===== config.mk =====
export PLATFORM = sky130hd
export DESIGN_NAME = fttt_fan_tach_thermal_trip
export DESIGN_NICKNAME = d
export VERILOG_FILES = /design/src/rtl/fttt_pkg.sv /design/src/rtl/fttt_tach_if.sv /design/src/rtl/fttt_fan_tach_thermal_trip.sv /design/src/rtl/fttt_tach_meter.sv
export SDC_FILE = /design/constraint.sdc
export NUM_CORES = 1
export LEC_CHECK = 0
export ABC_AREA = 1
export BUFFER_PORTS_ARGS = -buffer_cell sky130_fd_sc_hd__buf_4
export CAP_MARGIN = 10
export CORE_MARGIN = 2
export CORE_UTILIZATION = 35
export DETAILED_ROUTE_END_ITERATION = 10
export PLACE_DENSITY = 0.58
export SLEW_MARGIN = 20
export SYNTH_ARGS = -nofsm -noshare
export SYNTH_HDL_FRONTEND = slang
export SYNTH_SLANG_ARGS = --single-unit
export TNS_END_PERCENT = 100

===== constraint.sdc =====
create_clock -name core_clk -period 12.4 [get_ports core_clk]
set_input_delay 1.86 -clock core_clk [delete_from_list [all_inputs] [get_ports core_clk]]
set_output_delay 1.86 -clock core_clk [all_outputs]
set_load 0.02 [all_outputs]

===== src/rtl/fttt_pkg.sv =====
// Constants, register map and types for the fan tach and thermal trip block.
// Assumes one 20 MHz core clock and a byte-wide register port.
// Functional notes
// - Alarm low when temp exceeds limit by 0.25C
// - Alarm stays low while still above limit
// - Alarm releases when temp at or below limit
// - Alarm low at least one monitoring cycle
// - Three critical limits at consecutive addresses
// - Config five bits 5..7 enable channel alarms
// - Minimum-code limit never trips the alarm
// - Config three bit 1 clear disables alarm
// - Drive uses low or high frequency mode
// - Tach one to drive one, three/four to three
// - Group sync puts tach two..four on three
// - High frequency mode bypasses drive sync
// - Tach four only when pin set for tach
// - Count 90 kHz reference over N periods
// - Larger count means slower fan
// - Pulses per rev field, default two pulses
// - Codes 00..11 select one..four pulses
// - All ones reading means stalled fan
// - Low byte read freezes high byte

package fttt_pkg;

  // ----------------------------------------------------------------
  // Register offsets
  // ----------------------------------------------------------------
  localparam logic [7:0] ADDR_TACH_BASE   = 8'h28;
  localparam logic [7:0] ADDR_GROUP_SYNC  = 8'h62;
  localparam logic [7:0] ADDR_LIMIT_R1    = 8'h6A;
  localparam logic [7:0] ADDR_LIMIT_LOCAL = 8'h6B;
  localparam logic [7:0] ADDR_LIMIT_R2    = 8'h6C;
  localparam logic [7:0] ADDR_CONFIG_3    = 8'h78;
  localparam logic [7:0] ADDR_PULSES_REV  = 8'h7B;
  localparam logic [7:0] ADDR_CONFIG_5    = 8'h7C;
  localparam logic [7:0] ADDR_PIN_FUNC    = 8'h7D;

  // ----------------------------------------------------------------
  // Reset values
  // ----------------------------------------------------------------
  localparam logic [7:0] RST_GROUP_SYNC = 8'h00;
  localparam logic [7:0] RST_LIMIT      = 8'h64;
  localparam logic [7:0] RST_CONFIG_3   = 8'h00;
  localparam logic [7:0] RST_PULSES_REV = 8'h55;
  localparam logic [7:0] RST_CONFIG_5   = 8'h00;
  localparam logic [7:0] RST_PIN_FUNC   = 8'h00;

  // ----------------------------------------------------------------
  // Field positions and codes
  // ----------------------------------------------------------------
  localparam int         SYNC_BIT        = 4;
  localparam int         ALARM_EN_BIT    = 1;
  localparam int         TWOS_FMT_BIT    = 0;
  localparam int         CH_EN_LSB       = 5;
  localparam logic [1:0] PIN_FUNC_TACH   = 2'h1;
  localparam logic [7:0] OFF64_OFF_CODE  = 8'h00;
  localparam logic [7:0] TWOS_OFF_CODE   = 8'h80;
  localparam int         TEMP_FRAC_BITS  = 2;
  localparam int         NUM_TEMP        = 3;
  localparam int         NUM_TACH        = 4;
  localparam logic [15:0] TACH_MAX       = 16'hFFFF;

  // ----------------------------------------------------------------
  // Timing
  // ----------------------------------------------------------------
  localparam int         CLK_HZ         = 20_000_000;
  localparam int         REF_HZ         = 90_000;
  localparam int         REF_DIV_CYCLES = CLK_HZ / REF_HZ;
  localparam logic [7:0] REF_DIV_LAST   = 8'(REF_DIV_CYCLES - 1);

  typedef enum logic [0:0] {
    TM_IDLE  = 1'b0,
    TM_COUNT = 1'b1
  } fttt_meter_state_t;

endpackage


===== src/rtl/fttt_tach_if.sv =====
// Link between the top block and one tach period meter.
// Assumes all signals run on core_clk.
`timescale 1ns/1ps

interface fttt_tach_if;
  logic        refTick;
  logic        tachRise;
  logic        syncOk;
  logic        enable;
  logic [1:0]  pulseSel;
  logic [15:0] result;
  logic        resultValid;

  modport ctrl  (output refTick, tachRise, syncOk, enable, pulseSel,
                 input  result, resultValid);
  modport meter (input  refTick, tachRise, syncOk, enable, pulseSel,
                 output result, resultValid);
endinterface


===== src/rtl/fttt_fan_tach_thermal_trip.sv =====
// Thermal trip output and four fan tach period meters with registers.
// Assumes temperatures and drive levels arrive on core_clk; tach pins
// are asynchronous.
//
// Strobed register access is this design's own decision.
`timescale 1ns/1ps

module fttt_fan_tach_thermal_trip
(
  input  wire logic       core_clk,
  input  wire logic       reset,
  input  wire logic [7:0] regAddr,
  input  wire logic [7:0] regWrData,
  input  wire logic       regWrStrobe,
  input  wire logic       regRdStrobe,
  output logic      [7:0] regRdData,
  input  wire logic [9:0] tempRemoteOne,
  input  wire logic [9:0] tempLocal,
  input  wire logic [9:0] tempRemoteTwo,
  input  wire logic [2:0] tempValid,
  input  wire logic       fanDriveOne,
  input  wire logic       fanDriveTwo,
  input  wire logic       fanDriveThree,
  input  wire logic       highFreqMode,
  input  wire logic       tachInOne,
  input  wire logic       tachInTwo,
  input  wire logic       tachInThree,
  input  wire logic       tachInFour,
  output logic            thermalAlarmOut,
  output logic            thermalAlarmOe
);

  // ----------------------------------------------------------------
  // Declarations
  // ----------------------------------------------------------------
  logic [7:0]  groupSync_ff;
  logic [7:0]  limit_ff [fttt_pkg::NUM_TEMP];
  logic [7:0]  configThree_ff;
  logic [7:0]  pulsesRev_ff;
  logic [7:0]  configFive_ff;
  logic [7:0]  pinFunc_ff;
  logic [7:0]  regRdData_ff;
  logic [7:0]  nxt_regRdData;
  logic [2:0]  trip_ff;
  logic [2:0]  above;
  logic [2:0]  limitOff;
  logic [9:0]  tempCh [fttt_pkg::NUM_TEMP];
  logic        thermalAlarmOe_ff;
  logic        thermalAlarmOut_ff;
  logic [7:0]  refDiv_ff;
  logic        refTick_ff;
  logic [3:0]  tachPin;
  logic [3:0]  tachMeta_ff;
  logic [3:0]  tachSync_ff;
  logic [3:0]  tachLast_ff;
  logic [3:0]  driveSel;
  logic [3:0]  tachLock_ff;
  logic [15:0] tachResult_ff [fttt_pkg::NUM_TACH];
  logic        tachHit;
  logic [3:0]  lowRead;
  logic [3:0]  highRead;
  logic        twosFmt;

  assign regRdData       = regRdData_ff;
  assign thermalAlarmOe  = thermalAlarmOe_ff;
  assign thermalAlarmOut = thermalAlarmOut_ff;
  assign tempCh[0]       = tempRemoteOne;
  assign tempCh[1]       = tempLocal;
  assign tempCh[2]       = tempRemoteTwo;
  assign tachPin         = {tachInFour, tachInThree, tachInTwo, tachInOne};
  assign twosFmt         = configFive_ff[fttt_pkg::TWOS_FMT_BIT];
  assign tachHit         = (regAddr[7:3] == fttt_pkg::ADDR_TACH_BASE[7:3]);

  // ----------------------------------------------------------------
  // Register writes
  // ----------------------------------------------------------------
  always_ff @(posedge core_clk or posedge reset)
  begin
    if (reset)
    begin
      groupSync_ff   <= fttt_pkg::RST_GROUP_SYNC;
      limit_ff[0]    <= fttt_pkg::RST_LIMIT;
      limit_ff[1]    <= fttt_pkg::RST_LIMIT;
      limit_ff[2]    <= fttt_pkg::RST_LIMIT;
      configThree_ff <= fttt_pkg::RST_CONFIG_3;
      pulsesRev_ff   <= fttt_pkg::RST_PULSES_REV;
      configFive_ff  <= fttt_pkg::RST_CONFIG_5;
      pinFunc_ff     <= fttt_pkg::RST_PIN_FUNC;
    end
    else if (regWrStrobe)
    begin
      unique case (regAddr)
        fttt_pkg::ADDR_GROUP_SYNC:  groupSync_ff   <= regWrData;
        fttt_pkg::ADDR_LIMIT_R1:    limit_ff[0]    <= regWrData;
        fttt_pkg::ADDR_LIMIT_LOCAL: limit_ff[1]    <= regWrData;
        fttt_pkg::ADDR_LIMIT_R2:    limit_ff[2]    <= regWrData;
        fttt_pkg::ADDR_CONFIG_3:    configThree_ff <= regWrData;
        fttt_pkg::ADDR_PULSES_REV:  pulsesRev_ff   <= regWrData;
        fttt_pkg::ADDR_CONFIG_5:    configFive_ff  <= regWrData;
        fttt_pkg::ADDR_PIN_FUNC:    pinFunc_ff     <= regWrData;
        default:                    ;
      endcase
    end
  end

  // ----------------------------------------------------------------
  // Register reads
  // ----------------------------------------------------------------
  always_comb
  begin
    nxt_regRdData = 8'h00;
    if (tachHit)
      nxt_regRdData = regAddr[0] ? tachResult_ff[regAddr[2:1]][15:8]
                                 : tachResult_ff[regAddr[2:1]][7:0];
    else
    begin
      unique case (regAddr)
        fttt_pkg::ADDR_GROUP_SYNC:  nxt_regRdData = groupSync_ff;
        fttt_pkg::ADDR_LIMIT_R1:    nxt_regRdData = limit_ff[0];
        fttt_pkg::ADDR_LIMIT_LOCAL: nxt_regRdData = limit_ff[1];
        fttt_pkg::ADDR_LIMIT_R2:    nxt_regRdData = limit_ff[2];
        fttt_pkg::ADDR_CONFIG_3:    nxt_regRdData = configThree_ff;
        fttt_pkg::ADDR_PULSES_REV:  nxt_regRdData = pulsesRev_ff;
        fttt_pkg::ADDR_CONFIG_5:    nxt_regRdData = configFive_ff;
        fttt_pkg::ADDR_PIN_FUNC:    nxt_regRdData = pinFunc_ff;
        default:                    nxt_regRdData = 8'h00;
      endcase
    end
  end

  always_ff @(posedge core_clk or posedge reset)
  begin
    if (reset)
      regRdData_ff <= 8'h00;
    else
      regRdData_ff <= regRdStrobe ? nxt_regRdData : 8'h00;
  end

  // ----------------------------------------------------------------
  // Thermal trip compare
  // ----------------------------------------------------------------
  always_comb
  begin
    for (int i = 0; i < fttt_pkg::NUM_TEMP; i++)
    begin
      limitOff[i] = twosFmt ? (limit_ff[i] == fttt_pkg::TWOS_OFF_CODE)
                            : (limit_ff[i] == fttt_pkg::OFF64_OFF_CODE);
      if (twosFmt)
        above[i] = $signed(tempCh[i]) >
                   $signed({limit_ff[i], {fttt_pkg::TEMP_FRAC_BITS{1'b0}}});
      else
        above[i] = tempCh[i] > {limit_ff[i], {fttt_pkg::TEMP_FRAC_BITS{1'b0}}};
    end
  end

  // Channel state changes only on its own conversion
  always_ff @(posedge core_clk or posedge reset)
  begin
    if (reset)
      trip_ff <= 3'h0;
    else
    begin
      for (int i = 0; i < fttt_pkg::NUM_TEMP; i++)
        if (tempValid[i])
          trip_ff[i] <= above[i] && !limitOff[i];
    end
  end

  // Open-drain pin: drive low or release
  always_ff @(posedge core_clk or posedge reset)
  begin
    if (reset)
    begin
      thermalAlarmOe_ff  <= 1'b0;
      thermalAlarmOut_ff <= 1'b0;
    end
    else
    begin
      thermalAlarmOut_ff <= 1'b0;
      thermalAlarmOe_ff  <= configThree_ff[fttt_pkg::ALARM_EN_BIT]
        && |(trip_ff & configFive_ff[fttt_pkg::CH_EN_LSB +: 3]);
    end
  end

  // ----------------------------------------------------------------
  // 90 kHz reference tick
  // ----------------------------------------------------------------
  always_ff @(posedge core_clk or posedge reset)
  begin
    if (reset)
    begin
      refDiv_ff  <= 8'h00;
      refTick_ff <= 1'b0;
    end
    else
    begin
      refTick_ff <= (refDiv_ff == fttt_pkg::REF_DIV_LAST);
      refDiv_ff  <= (refDiv_ff == fttt_pkg::REF_DIV_LAST) ? 8'h00
                                                          : refDiv_ff + 8'h01;
    end
  end

  // ----------------------------------------------------------------
  // Tach pin synchronisers and edge detect
  // ----------------------------------------------------------------
  always_ff @(posedge core_clk or posedge reset)
  begin
    if (reset)
    begin
      tachMeta_ff <= 4'hF;
      tachSync_ff <= 4'hF;
      tachLast_ff <= 4'hF;
    end
    else
    begin
      tachMeta_ff <= tachPin;
      tachSync_ff <= tachMeta_ff;
      tachLast_ff <= tachSync_ff;
    end
  end

  // Drive channel each meter follows
  always_comb
  begin
    driveSel[0] = fanDriveOne;
    driveSel[1] = groupSync_ff[fttt_pkg::SYNC_BIT] ? fanDriveThree
                                                   : fanDriveTwo;
    driveSel[2] = fanDriveThree;
    driveSel[3] = fanDriveThree;
  end

  // ----------------------------------------------------------------
  // Meters and result registers
  // ----------------------------------------------------------------
  fttt_tach_if tachBus [fttt_pkg::NUM_TACH] ();

  genvar g;
  generate
    for (g = 0; g < fttt_pkg::NUM_TACH; g++)
    begin : gen_tach
      assign tachBus[g].refTick  = refTick_ff;
      assign tachBus[g].tachRise = tachSync_ff[g] && !tachLast_ff[g];
      assign tachBus[g].syncOk   = highFreqMode || driveSel[g];
      assign tachBus[g].pulseSel = pulsesRev_ff[2*g +: 2];
      if (g == 3)
      begin : gen_shared
        assign tachBus[g].enable = (pinFunc_ff[1:0] == fttt_pkg::PIN_FUNC_TACH);
      end
      else
      begin : gen_plain
        assign tachBus[g].enable = 1'b1;
      end

      assign lowRead[g]  = regRdStrobe && tachHit && (regAddr[2:1] == 2'(g))
                           && !regAddr[0];
      assign highRead[g] = regRdStrobe && tachHit && (regAddr[2:1] == 2'(g))
                           && regAddr[0];

      fttt_tach_meter u_meter
      (
        .core_clk (core_clk),
        .reset    (reset),
        .tach     (tachBus[g])
      );

      // Locked from reset until the high byte is read
      always_ff @(posedge core_clk or posedge reset)
      begin
        if (reset)
          tachLock_ff[g] <= 1'b1;
        else if (lowRead[g])
          tachLock_ff[g] <= 1'b1;
        else if (highRead[g])
          tachLock_ff[g] <= 1'b0;
      end

      always_ff @(posedge core_clk or posedge reset)
      begin
        if (reset)
          tachResult_ff[g] <= 16'h0000;
        else if (tachBus[g].resultValid && !tachLock_ff[g] && !lowRead[g])
          tachResult_ff[g] <= tachBus[g].result;
      end
    end
  endgenerate
endmodule // fttt_fan_tach_thermal_trip


===== src/rtl/fttt_tach_meter.sv =====
// Period meter for one tach input.
// Assumes tachRise is a one-cycle pulse already synchronised.
`timescale 1ns/1ps

module fttt_tach_meter
(
  input  wire logic core_clk,
  input  wire logic reset,
  fttt_tach_if.meter  tach
);

  fttt_pkg::fttt_meter_state_t state_ff;
  logic [15:0]                 count_ff;
  logic [1:0]                  edges_ff;
  logic [15:0]                 result_ff;
  logic                        valid_ff;

  assign tach.result      = result_ff;
  assign tach.resultValid = valid_ff;

  // ----------------------------------------------------------------
  // Gate reference clock across N tach periods
  // ----------------------------------------------------------------
  always_ff @(posedge core_clk or posedge reset)
  begin
    if (reset)
    begin
      state_ff  <= fttt_pkg::TM_IDLE;
      count_ff  <= 16'h0000;
      edges_ff  <= 2'h0;
      result_ff <= 16'h0000;
      valid_ff  <= 1'b0;
    end
    else
    begin
      valid_ff <= 1'b0;
      unique case (state_ff)
        fttt_pkg::TM_IDLE:
        begin
          if (tach.enable && tach.syncOk && tach.tachRise)
          begin
            state_ff <= fttt_pkg::TM_COUNT;
            count_ff <= 16'h0000;
            edges_ff <= 2'h0;
          end
        end
        fttt_pkg::TM_COUNT:
        begin
          if (!tach.enable || !tach.syncOk)
            state_ff <= fttt_pkg::TM_IDLE;
          else if (count_ff == fttt_pkg::TACH_MAX)
          begin
            result_ff <= fttt_pkg::TACH_MAX;
            valid_ff  <= 1'b1;
            state_ff  <= fttt_pkg::TM_IDLE;
          end
          else if (tach.tachRise && (edges_ff >= tach.pulseSel))
          begin
            result_ff <= count_ff + {15'h0000, tach.refTick};
            valid_ff  <= 1'b1;
            count_ff  <= 16'h0000;
            edges_ff  <= 2'h0;
          end
          else
          begin
            if (tach.tachRise)
              edges_ff <= edges_ff + 2'h1;
            if (tach.refTick)
              count_ff <= count_ff + 16'h0001;
          end
        end
      endcase
    end
  end
endmodule // fttt_tach_meter


; ---- After elaboration in Yosys (flattened, before gate mapping)
; Cells that the tools add are included.
[totals]
register_bits = 309
input_bits = 61
output_inout_bits = 10
wordCells = 322
[classes]
addsub = 13
n_lt_le_gt_ge = 11
eq_ne = 41
muxes = 111
bitwise = 7
reduce_logical = 93
[ops]
columns = cell, n
row1 = 2-to-1 mux 16 bit, 30
row2 = one-hot mux 16 bit (2 select lines), 4
row3 = adder 16 x 1 -> 16 bit, 4
row4 = adder 16 x 1 -> 16 bit (second input constant), 4
row5 = == test 16 bit (second input constant), 4
row6 = == test 8 x 7 -> 1 bit (second input constant), 8
row7 = one-hot mux 8 bit (8 select lines), 1
row8 = > comparator 10 bit, 6
row9 = 2-to-1 mux 1 bit, 43
row10 = 2-to-1 mux 2 bit, 20
row11 = logical AND 1 bit, 38
row12 = binary-select mux 16 bit (select 2 bit), 1
row13 = == test 8 bit (second input constant), 4
row14 = 2-to-1 mux 8 bit, 4
row15 = AND reduction 4 bit, 8
row16 = logical NOT 8 bit, 3
row17 = logical NOT 1 bit, 18
row18 = one-hot mux 2 bit (2 select lines), 4
row19 = AND reduction 2 bit, 8
row20 = nonzero test 2 bit, 8
row21 = != test 2 x 1 -> 1 bit (second input constant), 7
row22 = != test 3 x 2 -> 1 bit (second input constant), 4
row23 = != test 3 bit (second input constant), 4
row24 = AND reduction 3 bit, 4
row25 = other kinds (15), 37

; ---- Logic depth before layout (Yosys ltp)
[logic_depth]
word_depth = 7
depth_mapped = 13
mapped_depth_nobuf = 12

; ---- By module
; From an unflattened synthesis, not the netlist that was laid out.
[unflattened]
cells_unflattened = 2470
area_unflattened_um2 = 18506.5
[by_module_without_submodules]
columns = mod, n_inst, cells_each, area_each_um2, seq_area_each_um2
row1 = fttt_tach_meter, 4, 337, 2373.5, 900.9
row2 = fttt_fan_tach_thermal_trip, 1, 1122, 9012.4, 4165.2

; ---- Worst setup path before layout
; Ideal clock, no wire load.
[synth_timing]
kind = input to register
start = input regAddr[1]
end = register configFive_ff[2]
setup_time_ns = 0.119
arrival_time_ns = 3.028
t_required_ns = 12.281
setup_slack_ns = 9.253
stages = 9
n_path_buf = 2
cell_sequence = buf_2 > inv_2 > nand2_2 > nor2_2 > nand2_1 > nor2_2 > buf_4 > nand2_1 > o21a_1
[synth_between]
elab_chain_len = 2
[synth_rtl]
columns = element, line_no
row1 = "start, declared", fttt_fan_tach_thermal_trip.sv:12  ; input wire logic [7:0] regAddr,
row2 = == test 8 x 7 -> 1 bit, fttt_fan_tach_thermal_trip.sv:92  ; unique case (regAddr)
row3 = AND reduction 2 bit (no source line), --
row4 = "end signal, assigned", fttt_fan_tach_thermal_trip.sv:87  ; configFive_ff <= fttt_pkg::RST_CONFIG_5;
row5 = "end signal, assigned", fttt_fan_tach_thermal_trip.sv:99  ; fttt_pkg::ADDR_CONFIG_5: configFive_ff <= regWrData;
row6 = "end, declared", fttt_fan_tach_thermal_trip.sv:40  ; logic [7:0] configFive_ff;
; No other way between the ends.
; A chain may end at the register's enable or synchronous reset.

; ---- Final worst setup path
[layout_timing]
start = input regAddr[2]
end = register pulsesRev_ff[0]
[layout_between]
elab_chain_len = 2
[layout_rtl]
columns = element, line_no
row1 = == test 8 x 7 -> 1 bit, fttt_fan_tach_thermal_trip.sv:92
row2 = AND reduction 2 bit (no source line), --
row3 = "end signal, assigned", fttt_fan_tach_thermal_trip.sv:86  ; pulsesRev_ff <= fttt_pkg::RST_PULSES_REV;
row4 = "end signal, assigned", fttt_fan_tach_thermal_trip.sv:98  ; fttt_pkg::ADDR_PULSES_REV: pulsesRev_ff <= regWrData;
row5 = "end, declared", fttt_fan_tach_thermal_trip.sv:39  ; logic [7:0] pulsesRev_ff;
; No other way between the ends.

==> metrics <==
hold path cells=0; die outline width=228 um; fill cell total of the finished layout=5111; placed wire-length estimate after detailed placement=33.9 mm; syn_area_per_cell=7.37 sq um; PortBufs=69; CP dominant cell by count=nand2_1; power per cell area=135 nW/um^2; pin count of the biggest net entering global routing=177; Vert. Die Dim=228 um; max-slew violation total from the final report=0; Clock Latency Late Sink=540 ps; Worst Path Required=12880 ps; Final Hold Viols=0; origin of the critical flop-to-flop path=pulsesRev_ff[7]; total gr overflow=0; total nets after synthesis=2480; crit path kind=primary input to register; static leakage power=9.66 nW; total DRC errors in the routed layout=0; multi-input logic area=8340 sq um; drt first-iter violations=1101; clock slew at reported path FFs=60 ps; RSZ-0062 raised after global routing=false; count of H-tree levels built during CTS=2; clock tree from TritonCTS=yes; Max Cap Violations=0; endpoint kind of the worst setup timing path=register; share of flip-flops with an asynchronous set or reset after synthesis=100%; cell count after synthesis=2373; final setup vio count=0; cell with the largest stage delay on the worst path=nor2_1; Post-CTS Setup Repair Bufs=0; wire length of the first global-routing pass=75.8 mm; most common cell in the netlist=nand2_1; Post-synth EDFFs=0; largest area contributor in the synthesized netlist=dfrtp_1; total of flip-flops plus latches after synthesis=309; post-place setup slack=8090 ps; quantity of hold-fixing buffers added after cts=0; minimum period implied by the final worst setup slack=3810 ps; final estimated routing congestion in global placement=0.932; Highest Clock Rate=0.262 GHz; number of antenna violations at the first check in global routing=3; Synth warnings=0; Final Worst Setup Slack=8590 ps; CP peak stage delay=770 ps; largest voltage drop on the vdd net=0.0000701 V; overall die area=51800 sq um; starting density of the core=35.6%; routed via count=15000; highest net fanout along the worst path=16; Reg-to-Reg End=gen_tach[3].u_meter.tach.result[15]; combined flip-flop and latch cell area=7770 sq um; post-detailed-routing wire length=46.4 mm; boundary pin count=71; share of the yosys chip area belonging to registers=44.4%; post-synth cell types=43; cell row count=81; core area=49200 sq um; cell type group with the largest total delay on the critical path=simple AND/OR/NAND/NOR gates; maximum clock skew at final layout=13.6 ps; average detailed-routed wire length per instance=15.0 um; R2R setup slack=9510 ps; worst slew margin relative to its limit=33.5%; Critical Path AT=4290 ps; Reg2Reg Depth=10; fraction of final layout cells sized beyond drive strength 1=9.76%; buffer depth of the longest clock path=3; status=completed; Worst Tran Pin Value=998 ps; combined global-route utilization of all metal layers=18.4%; most area-consuming cells after synthesis=dfrtp_1, nand2_1, nand3_1; fraction of the cycle the final worst path needs=30.7%; post-cts gate resize count=0; setup total negative slack=0 ps; via count normalized by instance count=4.85; ordered cell list for the critical path=buf_4 -> inv_2 -> nand2_1 -> nor2_1 -> nand2_1 -> nor2_2 -> nand2_1 -> o21a_1; worst hold start=tachMeta_ff[2]; layout-stage area growth over the synthesis result=12.8%; clock tree root driver cell=clkbuf_16; portion of synthesized cell area occupied by the leading cell type=40.0%; Hold Path Class=register to register; Total Nets Final=2520; CTS buffer count=37; Netlist Area Pre-Place=17500 sq um; ranking of synthesized cells by instance count=nand2_1, dfrtp_1, nor2_1; Most used DFF post-synth=dfrtp_1; Worst Hold Path EP=tachSync_ff[2]; vias in the first global route=14500; clock tree sinks=309; remaining antenna violation count=0; kind of start point of the critical path=primary input; first-pass iteration count of the detailed router=5; buffering stage count on the worst path with inverters included=2
kinds of logic after synthesis:
group	Yosys count	synth area share, %
and+or+nand+nor	1360	33.2
DFF	309	44.4
AOI/OAI and AO/OA	276	8.69
adders and majority gates	46	3.29
other	1	0.0214
buffers and inverters	333	8.01
xor gates and xnor gates	48	2.40
worst reg2reg max path, stage by stage, from the launching register on:
cell and delay (ps):
dfrtp_1 390, inv_1 80, ha_1 290, nand2_1 70, nand3b_1 80, nand2_1 300
inv_1 230, o21ai_2 650, clkinv_1 450, nand2_1 160, nand2_1 70
state kept, by name, summed over array words and instances, names as in the netlist, 8 cells and up:
name,flops
groupSync_ff,8
pinFunc_ff,8
gen_tach.u_meter.edges_ff,8
tachResult_ff,64
gen_tach.u_meter.count_ff,64
limit_ff,24
gen_tach.u_meter.tach.result,64
pulsesRev_ff,8
refDiv_ff,8
configThree_ff,8
configFive_ff,8
regRdData,8
final cells by class:
| class | instances | share of cell area, % |
|---|---|---|
| multi-input combinational | 1731 | 42.2 |
| sequential | 309 | 39.3 |
| clock buffer | 50 | 5.24 |
| inverter | 261 | 5.00 |
| tap | 664 | 4.21 |
| timing repair buffer | 73 | 2.84 |
| clock inverter | 14 | 1.13 |
| antenna | 1 | 0.0127 |
placed cells by master (no fill, tap or decap), types with 6 or more instances in the layout:
master     Yosys  final
nor3_1        27     27
nand3_1      252    252
xnor2_1       17     17
clkbuf_16      0     37
clkinv_2       0      7
nand4_1       42     42
o21a_1         9      9
dfstp_2       29     29
clkbuf_1      24      7
inv_1        250    249
xor2_1        31     31
nand2_1      731    731
o21ai_2       19     19
or2_2          9      9
bufinv_16      0      6
clkbuf_8       0      6
a21oi_1       21     21
nand2_2        7      7
inv_2          8      8
dfrtp_1      280    280
buf_4          4     72
ha_1          46     46
nor2_4        12     12
nor2_1       257    255
nor2_2         9     11
o21ai_1       30     30
o21ai_0      190    190
how the worst max path moves through the flow:
stage	start	to	slack (ps)	depth (start not counted)
5_1_grt	regAddr[2]	pulsesRev_ff[2]	8300	8
4_1_cts	regAddr[2]	pulsesRev_ff[0]	8670	8
2_1_floorplan	reset	configFive_ff[0]	2040	1
3_5_place_dp	regAddr[2]	pulsesRev_ff[3]	8090	7
6_report	regAddr[2]	pulsesRev_ff[0]	8590	8
3_3_place_gp	regAddr[2]	pulsesRev_ff[0]	8140	8
where the power goes:
group / switching (mW) / total, mW / internal (mW) / leakage (nW)
registers: 0.0897 / 1.19 / 1.10 / 4.07
clock network: 0.422 / 1.13 / 0.707 / 0.620
logic: 0.225 / 0.346 / 0.121 / 4.97
total: 0.736 / 2.67 / 1.93 / 9.66
through the flow:
step | util [%] | hold slack (ps) | cells | area [sq um] | power (mW)
after floorplan | - | 345 | 2373 | 17500 | 1.45
after global placement | 37.6 | 347 | 3038 | 18500 | 1.55
after detailed placement | 37.6 | 348 | 3038 | 18500 | 1.56
after CTS | 40.2 | 357 | 3102 | 19700 | 2.71
after global routing | 40.2 | 362 | 3103 | 19700 | 2.82
final | 40.2 | 356 | 3103 | 19700 | 2.67
per-layer routing:
metal / track usage, % / share of wire (%) / routed length [um] / vias up
li1: - / - / - / 7676
met1: 24.0 / 46 / 21100 / 6950
met2: 30.6 / 46 / 21400 / 338
met3: 3.28 / 5.1 / 2380 / 80
met4: 6.70 / 3.1 / 1450 / 4
met5: 0 / 0.045 / 21 / -
Note: power is estimated with default switching activity, not from simulation.
